**config.mk**
```make
export PLATFORM = sky130hd
export DESIGN_NAME = gbe_master_slave_config
export DESIGN_NICKNAME = d
export VERILOG_FILES = /design/src/rtl/role_cfg_pkg.sv /design/src/rtl/gbe_master_slave_config.sv /design/src/rtl/link_drop_detect.sv /design/src/rtl/role_shadow.sv
export SDC_FILE = /design/constraint.sdc
export NUM_CORES = 1
export LEC_CHECK = 0
export BUFFER_PORTS_ARGS = -buffer_cell sky130_fd_sc_hd__buf_2
export CORE_AREA = 2 2 80 82
export CTS_CLUSTER_SIZE = 10
export DETAILED_ROUTE_END_ITERATION = 8
export DIE_AREA = 0 0 82 84
export GPL_ROUTABILITY_DRIVEN = 0
export PLACE_DENSITY = 0.7
export SYNTH_ARGS = -nofsm -noshare
export SYNTH_HDL_FRONTEND = slang
export SYNTH_SLANG_ARGS = --single-unit
```
**constraint.sdc**
```tcl
create_clock -name clk_i -period 2.4 [get_ports clk_i]
set_input_delay 0.48 -clock clk_i [delete_from_list [all_inputs] [get_ports clk_i]]
set_output_delay 0.48 -clock clk_i [all_outputs]
set_load 0.02 [all_outputs]
```
**src/rtl/role_cfg_pkg.sv**
```systemverilog
/*
 * role_cfg_pkg: register indices, field positions, reset values and bus codes
 * for the gigabit role configuration block.
 * assumes: a 32-bit AXI4-Lite slave with one register per aligned word.
 */
package role_cfg_pkg;
	// register indices; byte address is four times the index
	localparam logic [4:0]  BASIC_IDX    = 5'h00;  // basic control
	localparam logic [4:0]  ROLE_IDX     = 5'h09;  // gigabit_role_control
	localparam logic [4:0]  STAT_IDX     = 5'h1f;  // active setting readback
	localparam int          IDX_LSB      = 2;      // word index starts above byte bits
	localparam int          IDX_W        = 5;      // bits of index decoded
	// basic control fields
	localparam int          BC_SWRESET   = 15;     // self-clearing soft reset
	localparam int          BC_PDOWN     = 11;     // power-down
	localparam int          BC_RESTART   = 9;      // self-clearing restart
	// role control fields, also the layout of the status word
	localparam int          RC_MANUAL    = 12;     // manual selection enable
	localparam int          RC_VALUE     = 11;     // manual role, 1 = master
	localparam int          RC_PORT      = 10;     // port type, 1 = multi-port
	localparam int          RC_ADVFULL   = 9;      // advertise 1000 full duplex
	localparam int          FLD_W        = 4;      // fields 12:9
	// status word extras
	localparam int          ST_LINK      = 0;      // link up seen
	localparam int          ST_PDOWN     = 1;      // power-down held
	// reset values
	localparam logic [15:0] BASIC_RST    = 16'h0000;
	localparam logic [15:0] ROLE_RST     = 16'h0200;
	localparam logic [3:0]  FLD_RST      = 4'h1;   // fields 12:9 of ROLE_RST
	// axi responses
	localparam logic [1:0]  RESP_OKAY    = 2'h0;
	localparam logic [1:0]  RESP_SLVERR  = 2'h2;

	// merge 16-bit register with write data under byte strobes
	function automatic logic [15:0] merge16(input logic [15:0] old_v,
		input logic [31:0] wd, input logic [3:0] strb);
		logic [15:0] r;
		r = old_v;
		if (strb[0]) begin
			r[7:0] = wd[7:0];
		end
		if (strb[1]) begin
			r[15:8] = wd[15:8];
		end
		return r;
	endfunction
endpackage

```
**src/rtl/gbe_master_slave_config.sv**
```systemverilog
/*
 * gbe_master_slave_config: AXI4-Lite register bank for the gigabit
 * master/slave role control, with deferred commit into an active shadow.
 * assumes: link_up_i is synchronous to clk_i; the host keeps AXI4-Lite
 * valid/payload stable until taken and runs one write and one read at a time.
 */
// Chosen here: the placing of the registers and the AXI4-Lite register port.
`timescale 1ns/1ns
`default_nettype none
module gbe_master_slave_config #(
	parameter int ADDR_W = 8  // byte address width
) (
	input  wire logic                          clk_i,
	input  wire logic                          rst_n_i,
	input  wire logic                          ce_i,
	// axi4-lite write address
	input  wire logic                          s_axi_awvalid,
	output logic                               s_axi_awready,
	input  wire logic [ADDR_W-1:0]             s_axi_awaddr,
	input  wire logic [2:0]                    s_axi_awprot,
	// axi4-lite write data
	input  wire logic                          s_axi_wvalid,
	output logic                               s_axi_wready,
	input  wire logic [31:0]                   s_axi_wdata,
	input  wire logic [3:0]                    s_axi_wstrb,
	// axi4-lite write response
	output logic                               s_axi_bvalid,
	input  wire logic                          s_axi_bready,
	output logic [1:0]                         s_axi_bresp,
	// axi4-lite read address
	input  wire logic                          s_axi_arvalid,
	output logic                               s_axi_arready,
	input  wire logic [ADDR_W-1:0]             s_axi_araddr,
	input  wire logic [2:0]                    s_axi_arprot,
	// axi4-lite read data
	output logic                               s_axi_rvalid,
	input  wire logic                          s_axi_rready,
	output logic [31:0]                        s_axi_rdata,
	output logic [1:0]                         s_axi_rresp,
	// link side
	input  wire logic                          link_up_i,
	output logic                               pdown_o,
	output logic                               soft_reset_o,
	output logic                               restart_an_o,
	output logic                               commit_o,
	output logic [role_cfg_pkg::FLD_W-1:0]     active_cfg_o,
	output logic                               force_master_o,
	output logic                               force_slave_o,
	output logic                               prefer_master_o,
	output logic                               adv_full_o
);
	import role_cfg_pkg::*;

	// the highest register must fit in the address
	if (ADDR_W < IDX_W + IDX_LSB) begin : g_bad_addr
		$error("ADDR_W too small for register map");
	end

	typedef enum logic [1:0] {
		WR_COLLECT = 2'b01,  // gathering address and data
		WR_RESP    = 2'b10   // response offered
	} wr_state_t;
	typedef enum logic [1:0] {
		RD_IDLE = 2'b01,  // ready for an address
		RD_DATA = 2'b10   // data offered
	} rd_state_t;

	wr_state_t   wr_state_q;   // write channel state
	rd_state_t   rd_state_q;   // read channel state
	logic        aw_got_q;     // write address held
	logic        w_got_q;      // write data held
	logic [IDX_W-1:0] aw_idx_q; // held write index
	logic        aw_hit_q;     // held address in range of index bits
	logic [31:0] wdata_q;      // held write data
	logic [3:0]  wstrb_q;      // held strobes
	logic [15:0] basic_q;      // basic control readback
	logic [15:0] role_q;       // role control readback
	logic        link_seen_q;  // last link level for status

	logic        aw_hs;        // address taken this edge
	logic        w_hs;         // data taken this edge
	logic        wr_fire;      // write performed this edge
	logic [IDX_W-1:0] wr_idx;  // index in effect
	logic        wr_hit;       // upper address bits clear
	logic [31:0] wr_data;      // data in effect
	logic [3:0]  wr_strb;      // strobes in effect
	logic [15:0] basic_new;    // basic control after merge
	logic        wr_basic;     // write lands on basic control
	logic        wr_role;      // write lands on role control
	logic        wr_ok;        // write address mapped
	logic        link_drop;    // link fell this edge
	logic [FLD_W-1:0] act_cfg; // shadow fields

	// true when the address bits above the index are all zero
	function automatic logic upper_clear(input logic [ADDR_W-1:0] a);
		return (a >> (IDX_W + IDX_LSB)) == '0;
	endfunction

	// index field of a byte address
	function automatic logic [IDX_W-1:0] idx_of(input logic [ADDR_W-1:0] a);
		return a[IDX_LSB +: IDX_W];
	endfunction

	// only mapped indices answer okay
	function automatic logic mapped(input logic hit, input logic [IDX_W-1:0] i);
		return hit && (i == BASIC_IDX || i == ROLE_IDX || i == STAT_IDX);
	endfunction

	// handshakes are combinational from state; holding both beats is free
	// all gated by ce_i: a beat taken while frozen would be lost or repeated
	assign s_axi_awready = ce_i && (wr_state_q == WR_COLLECT) && !aw_got_q;
	assign s_axi_wready  = ce_i && (wr_state_q == WR_COLLECT) && !w_got_q;
	assign s_axi_bvalid  = ce_i && (wr_state_q == WR_RESP);
	assign s_axi_arready = ce_i && (rd_state_q == RD_IDLE);
	assign s_axi_rvalid  = ce_i && (rd_state_q == RD_DATA);

	assign aw_hs   = s_axi_awvalid && s_axi_awready;
	assign w_hs    = s_axi_wvalid && s_axi_wready;
	assign wr_fire = ce_i && (wr_state_q == WR_COLLECT)
		&& (aw_got_q || aw_hs) && (w_got_q || w_hs);

	// use what arrives now or what was held, whichever came
	assign wr_idx  = aw_got_q ? aw_idx_q : idx_of(s_axi_awaddr);
	assign wr_hit  = aw_got_q ? aw_hit_q : upper_clear(s_axi_awaddr);
	assign wr_data = w_got_q ? wdata_q : s_axi_wdata;
	assign wr_strb = w_got_q ? wstrb_q : s_axi_wstrb;
	assign wr_ok   = mapped(wr_hit, wr_idx);
	assign wr_basic = wr_fire && wr_hit && (wr_idx == BASIC_IDX);
	assign wr_role  = wr_fire && wr_hit && (wr_idx == ROLE_IDX);
	assign basic_new = merge16(basic_q, wr_data, wr_strb);

	// command pulses come straight from the write that carries them
	assign soft_reset_o = wr_basic && basic_new[BC_SWRESET];
	assign restart_an_o = wr_basic && basic_new[BC_RESTART];
	// commit events; a drop coinciding with a role write loads the old value
	assign commit_o = soft_reset_o || restart_an_o
		|| (wr_basic && basic_q[BC_PDOWN] && !basic_new[BC_PDOWN])
		|| link_drop;

	// write channel sequencing
	always_ff @(posedge clk_i or negedge rst_n_i) begin
		if (!rst_n_i) begin
			wr_state_q  <= WR_COLLECT;
			aw_got_q    <= 1'b0;
			w_got_q     <= 1'b0;
			s_axi_bresp <= RESP_OKAY;
		end else if (ce_i) begin
			unique case (wr_state_q)
				WR_COLLECT: begin
					if (wr_fire) begin
						wr_state_q  <= WR_RESP;
						aw_got_q    <= 1'b0;
						w_got_q     <= 1'b0;
						s_axi_bresp <= wr_ok ? RESP_OKAY : RESP_SLVERR;
					end else begin
						aw_got_q <= aw_got_q || aw_hs;
						w_got_q  <= w_got_q || w_hs;
					end
				end
				WR_RESP: begin
					if (s_axi_bready) begin
						wr_state_q <= WR_COLLECT;
					end
				end
			endcase
		end
	end

	// held copies of whichever half came first
	always_ff @(posedge clk_i or negedge rst_n_i) begin
		if (!rst_n_i) begin
			aw_idx_q <= '0;
			aw_hit_q <= 1'b0;
			wdata_q  <= '0;
			wstrb_q  <= '0;
		end else if (ce_i) begin
			if (aw_hs) begin
				aw_idx_q <= idx_of(s_axi_awaddr);
				aw_hit_q <= upper_clear(s_axi_awaddr);
			end
			if (w_hs) begin
				wdata_q <= s_axi_wdata;
				wstrb_q <= s_axi_wstrb;
			end
		end
	end

	// register contents; self-clearing bits never stick
	always_ff @(posedge clk_i or negedge rst_n_i) begin
		if (!rst_n_i) begin
			basic_q <= BASIC_RST;
			role_q  <= ROLE_RST;
		end else if (ce_i) begin
			if (wr_basic) begin
				// only power-down is kept; reset and restart self-clear
				basic_q <= basic_new & (16'h0001 << BC_PDOWN);
			end
			if (wr_role) begin
				// fields 12:9 only; test mode and reserved stay zero
				role_q <= merge16(role_q, wr_data, wr_strb)
					& (16'h000f << RC_ADVFULL);
			end
		end
	end
	assign pdown_o = basic_q[BC_PDOWN];

	// link level kept for the status word
	always_ff @(posedge clk_i or negedge rst_n_i) begin
		if (!rst_n_i) begin
			link_seen_q <= 1'b0;
		end else if (ce_i) begin
			link_seen_q <= link_up_i;
		end
	end

	// read channel: data registered, answered one edge after address
	always_ff @(posedge clk_i or negedge rst_n_i) begin
		if (!rst_n_i) begin
			rd_state_q  <= RD_IDLE;
			s_axi_rdata <= '0;
			s_axi_rresp <= RESP_OKAY;
		end else if (ce_i) begin
			unique case (rd_state_q)
				RD_IDLE: begin
					if (s_axi_arvalid) begin
						rd_state_q  <= RD_DATA;
						s_axi_rresp <= mapped(upper_clear(s_axi_araddr),
							idx_of(s_axi_araddr)) ? RESP_OKAY : RESP_SLVERR;
						if (!upper_clear(s_axi_araddr)) begin
							s_axi_rdata <= '0;
						end else if (idx_of(s_axi_araddr) == BASIC_IDX) begin
							s_axi_rdata <= {16'h0000, basic_q};
						end else if (idx_of(s_axi_araddr) == ROLE_IDX) begin
							s_axi_rdata <= {16'h0000, role_q};
						end else if (idx_of(s_axi_araddr) == STAT_IDX) begin
							// shows what negotiation really uses
							s_axi_rdata <= {16'h0000, 3'h0, act_cfg, 7'h00,
								basic_q[BC_PDOWN], link_seen_q};
						end else begin
							s_axi_rdata <= '0;
						end
					end
				end
				RD_DATA: begin
					if (s_axi_rready) begin
						rd_state_q <= RD_IDLE;
					end
				end
			endcase
		end
	end

	link_drop_detect u_drop (
		.clk_i     (clk_i),
		.rst_n_i   (rst_n_i),
		.ce_i      (ce_i),
		.link_up_i (link_up_i),
		.drop_o    (link_drop)
	);

	// negotiation sees only this copy, never role_q directly
	role_shadow u_shadow (
		.clk_i           (clk_i),
		.rst_n_i         (rst_n_i),
		.ce_i            (ce_i),
		.commit_i        (commit_o),
		.pend_i          (role_q[RC_ADVFULL +: FLD_W]),
		.act_o           (act_cfg),
		.force_master_o  (force_master_o),
		.force_slave_o   (force_slave_o),
		.prefer_master_o (prefer_master_o),
		.adv_full_o      (adv_full_o)
	);
	assign active_cfg_o = act_cfg;
endmodule
`default_nettype wire

```
**src/rtl/link_drop_detect.sv**
```systemverilog
/*
 * link_drop_detect: turns the link status level into a one-cycle pulse
 * on each up-to-down transition.
 * assumes: link_up_i is synchronous to clk_i.
 */
`timescale 1ns/1ns
`default_nettype none
module link_drop_detect (
	input  wire logic clk_i,
	input  wire logic rst_n_i,
	input  wire logic ce_i,
	input  wire logic link_up_i,
	output logic      drop_o
);
	import role_cfg_pkg::*;

	logic link_q;  // last sampled level

	// remembered level; starts low so power-up never reads as a drop
	always_ff @(posedge clk_i or negedge rst_n_i) begin
		if (!rst_n_i) begin
			link_q <= 1'b0;
		end else if (ce_i) begin
			link_q <= link_up_i;
		end
	end

	// pulse only while enabled, so a frozen block sees no event
	assign drop_o = ce_i & link_q & ~link_up_i;
endmodule
`default_nettype wire

```
**src/rtl/role_shadow.sv**
```systemverilog
/*
 * role_shadow: active copy of the role fields, loaded only on commit,
 * and the role decisions handed to the negotiation logic.
 * assumes: commit_i is a one-cycle pulse; pend_i is the readback copy.
 */
`timescale 1ns/1ns
`default_nettype none
module role_shadow (
	input  wire logic                          clk_i,
	input  wire logic                          rst_n_i,
	input  wire logic                          ce_i,
	input  wire logic                          commit_i,
	input  wire logic [role_cfg_pkg::FLD_W-1:0] pend_i,
	output logic      [role_cfg_pkg::FLD_W-1:0] act_o,
	output logic                               force_master_o,
	output logic                               force_slave_o,
	output logic                               prefer_master_o,
	output logic                               adv_full_o
);
	import role_cfg_pkg::*;

	localparam int M = RC_MANUAL - RC_ADVFULL;  // field offsets within pend_i
	localparam int V = RC_VALUE - RC_ADVFULL;
	localparam int P = RC_PORT - RC_ADVFULL;

	// shadow and decisions all come from flops, loaded together
	always_ff @(posedge clk_i or negedge rst_n_i) begin
		if (!rst_n_i) begin
			act_o           <= FLD_RST;
			force_master_o  <= 1'b0;
			force_slave_o   <= 1'b0;
			prefer_master_o <= 1'b0;
			adv_full_o      <= 1'b1;
		end else if (ce_i && commit_i) begin
			act_o           <= pend_i;
			// manual value only counts when manual is on
			force_master_o  <= pend_i[M] & pend_i[V];
			force_slave_o   <= pend_i[M] & ~pend_i[V];
			// port type only counts in automatic mode
			prefer_master_o <= ~pend_i[M] & pend_i[P];
			adv_full_o      <= pend_i[0];
		end
	end
endmodule
`default_nettype wire

```
==> results.py <==
metrics = {
    "route": {
        "remaining_drc_errors": 0,
        "first_iter_violations": 80,
        "drt-total-wl_um": 5250,
        "routed_via_density": 5.12,
        "detailedRoute.firstPassIterationCount": 4,
        "routed-via-count": 1952,
        "antenna_left": 0,
        "routed_wire_length_per_instance_um": 13.8,
    },
    "cells_and_area": {
        "nFillCells": 602,
        "drive_above_1_share_pct": 33.6,
        "multi_input_area_um2": 1250,
        "layout.nets": 370,
        "insertedDiodeCount": 0,
        "areaGrowthSynthToFinish_pct": 20.2,
        "regArea_um2": 982,
    },
    "floorplan": {
        "floorplan.die_area_um2": 6890,
        "floorplan.die.width_um": 82,
        "io_pins": 120,
        "core_region_area_um2": 6100,
        "chip_height_um": 84,
        "initial_core_utilization_pct": 38.2,
        "num_rows": 29,
    },
    "synthesis": {
        "synth_edf_count": 0,
        "synth_ff_type": "sky130_fd_sc_hd__dfrtp_1",
        "syn-cell-area_um2": 2330,
        "avgSynthCellArea_um2": 9.74,
        "synth-seq-cells": 39,
        "synthCells": 239,
        "synth-async-reset-ratio_pct": 100,
        "count_of_unique_library_cells_instantiated_by_yosys": 41,
        "synth.yosys.seq_area_share_pct": 42.2,
        "yosys_warnings": 0,
    },
    "setup_path": {
        "cpLargestDelayFamily": "simple AND/OR/NAND/NOR gates",
        "r2r.worst_path.cells": 6,
        "worstSetupStartpointType": "flip-flop",
        "kind_of_capture_point_of_the_worst_setup_path": "output port",
        "cp.buffers_inverters": 2,
        "critPathRequiredTime_ps": 1920,
        "reg2reg_to": "u_shadow.force_master_o",
        "setup.worst_path.class": "flip-flop to output port",
        "crit_path_frequent_cell": "sky130_fd_sc_hd__buf_4",
        "worstPathArrival_ps": 1900,
        "worst_reg2reg_path_startpoint": "wr_state_q[0]",
        "largest_fanout_of_any_net_on_the_critical_path": 3,
        "crit_path_top_delay_cell": "sky130_fd_sc_hd__dfrtp_1",
        "timing.critical_path.cells": "or3b_4, a211oi_2, buf_4, nand2_1, nor3_2, buf_4",
        "critical_path.max_stage_delay_ps": 410,
        "setup.reg_to_reg.worst_slack_ps": 410,
    },
    "timing": {
        "slew_viol_final": 0,
        "fin_hold_ws_ps": 297,
        "final_hold_viol_count": 0,
        "finalClockSkew_ps": 6.78,
        "timing.fmax_mhz": 421,
        "max_slew.worst_pin.slew_ps": 876,
        "headroom_to_the_max_slew_limit_pct": 41.6,
        "period_needed_ps": 2380,
        "finalCritPeriodShare_pct": 99.0,
        "setup_slack_ps": 23.0,
        "grt_setup_unrepaired": "yes",
        "final-setup-viol-count": 0,
    },
    "worst_hold_path": {
        "min_path_type": "input port to asynchronous set/reset pin",
    },
    "status": {
        "run_status": "complete, no violations",
    },
    "clock_network": {
        "holdBufCountCts": 0,
        "cts_inserted_buffers": 5,
        "number_of_sinks_on_the_clock_net": 39,
        "cts_max_path_buffers": 2,
        "ctsHtreeMaxLevel": 2,
        "clock_insertion_delay_worst_skew_ps": 290,
        "clk_root_buffer_cell": "sky130_fd_sc_hd__clkbuf_8",
        "cts_tree": "done",
        "path_clk_slew_ps": 70,
    },
    "grt": {
        "grt_overflow": 0,
        "via_count_of_the_first_global_routing_pass": 1831,
        "grt_start_max_net_pins": 40,
        "grt_antenna_before_repair": 0,
        "first_pass_grt_wire_length_um": 8400,
        "track_usage_pct": 15.6,
    },
    "place": {
        "buffer_ports.inserted": 51,
        "dp_worst_setup_slack_ps": -27.3,
        "detailedPlacementHpwl_um": 3880,
    },
    "pwr": {
        "power.static_leakage_nw": 1.29,
        "totalPowerFinal_mw": 2.47,
        "powerDensity_nw_per_um2": 882,
        "ir_worst_vdd_mv": 0.298,
    },
    "run": {
        "cap_violations": 0,
    },
}
[area by class of cell]
type,instances,area share (%)
Tap cell,77,3.45
Clock buffer,8,2.86
Multi-Input combinational cell,190,44.9
Inverter,2,0.268
Timing Repair Buffer,65,13.4
Sequential cell,39,35.1
[flip-flops by register name, summed over array words and instances, names as in the netlist, 2 cells and up]
register / flops
s_axi_rdata: 6
aw_idx_q: 5
wdata_q: 5
rd_state_q: 2
wr_state_q: 2
u_shadow.act_o: 4
role_q: 4
[cells in the mapped netlist, drive strengths merged (2+ instances only)]
cell type  number  area share, %
dfrtp          35             38
buf            31             10
mux2           17            8.2
nand2          17            2.7
nor2           17            2.7
nor3           14            3.5
o21ai          10            2.2
a21oi           9            1.9
a22o            8            3.0
a221oi          6            2.3
mux2i           6            2.6
nand3           6            1.3
o211ai          6            1.9
and2            5            1.3
and3            5            1.3
and3b           4            1.5
clkbuf          4           0.64
dfstp           4            4.5
nand2b          4            1.1
o31ai           4            1.3
nand3b          3           0.97
or3             3           0.81
a31oi           2           0.54
inv             2           0.32
nor3b           2           0.64
o221ai          2           0.75
o22ai           2           0.54
[stage by stage]
stage | util, % | cell area [µm²] | cells | setup TNS [ps]
after floorplan | - | 2430 | 266 | 0
after global routing | 45.9 | 2800 | 381 | -41.8
after global placement | 43.1 | 2630 | 372 | -87.8
after CTS | 45.1 | 2750 | 380 | 0
after detailed placement | 43.1 | 2630 | 372 | -27.3
final | 45.9 | 2800 | 381 | 0
[report_power, final]
group	internal [mW]	switching, mW
logic	0.473	0.542
clock network	0.206	0.215
registers	0.857	0.173
total	1.54	0.930
[placed cells by master, fill, tap and decap left out, types with 2 or more instances in the layout]
cell,synthesis,final
sky130_fd_sc_hd__clkbuf_1,4,3
sky130_fd_sc_hd__buf_4,29,15
sky130_fd_sc_hd__buf_6,1,2
sky130_fd_sc_hd__nand2b_1,4,4
sky130_fd_sc_hd__inv_1,2,2
sky130_fd_sc_hd__nor3_1,13,10
sky130_fd_sc_hd__nand3_1,6,6
sky130_fd_sc_hd__and2_1,5,5
sky130_fd_sc_hd__o22ai_1,2,2
sky130_fd_sc_hd__nand2_1,17,17
sky130_fd_sc_hd__buf_2,1,48
sky130_fd_sc_hd__conb_1,1,28
sky130_fd_sc_hd__nor2_1,17,17
sky130_fd_sc_hd__a22o_1,8,8
sky130_fd_sc_hd__or3_1,3,3
sky130_fd_sc_hd__nor3_2,0,3
sky130_fd_sc_hd__a31oi_1,2,2
sky130_fd_sc_hd__nand3b_1,3,3
sky130_fd_sc_hd__and3_1,5,5
sky130_fd_sc_hd__dfrtp_1,35,34
sky130_fd_sc_hd__a21oi_1,9,9
sky130_fd_sc_hd__and3b_1,4,4
sky130_fd_sc_hd__o221ai_1,2,2
sky130_fd_sc_hd__a221oi_1,6,6
sky130_fd_sc_hd__dfstp_2,4,4
sky130_fd_sc_hd__mux2_2,17,17
sky130_fd_sc_hd__o21ai_0,10,10
sky130_fd_sc_hd__o31ai_1,4,4
sky130_fd_sc_hd__clkbuf_8,0,5
sky130_fd_sc_hd__mux2i_1,6,6
sky130_fd_sc_hd__o211ai_1,6,6
[metal layers]
layer	GRT usage (%)	routed length, µm	vias to the layer above
met5	0	0	-
met3	3.57	300	8
met1	20.9	2380	927
met4	5.15	87	0
li1	-	-	960
met2	24.6	2480	57
[repair_timing]
item / CTS / global route
cloned: 0 / 0
endpoints found under the setup margin: 3 / 3
pin swaps: 3 / 3
setup buffers: 0 / 1
gates resized for setup: 10 / 7
[worst max-delay path by stage]
stage / end / slack (ps) / from / cells past startpoint
3_5_place_dp: restart_an_o / -30 / s_axi_awaddr[7] / 7
4_1_cts: restart_an_o / 3 / aw_got_q / 6
2_1_floorplan: restart_an_o / 70 / s_axi_awaddr[7] / 4
3_3_place_gp: restart_an_o / -50 / s_axi_awaddr[7] / 7
5_1_grt: restart_an_o / -30 / aw_got_q / 6
6_report: restart_an_o / 20 / aw_got_q / 6
[logic make-up after synthesis]
kind of cell	count (synthesis)	synth area share, %
other	1	0.161
and+or+nand+nor	84	19.2
AOI/OAI and AO/OA	55	16.6
DFF	39	42.2
buffers and inverters	37	11.0
muxes	23	10.8
(Power assumes the default switching activity.)
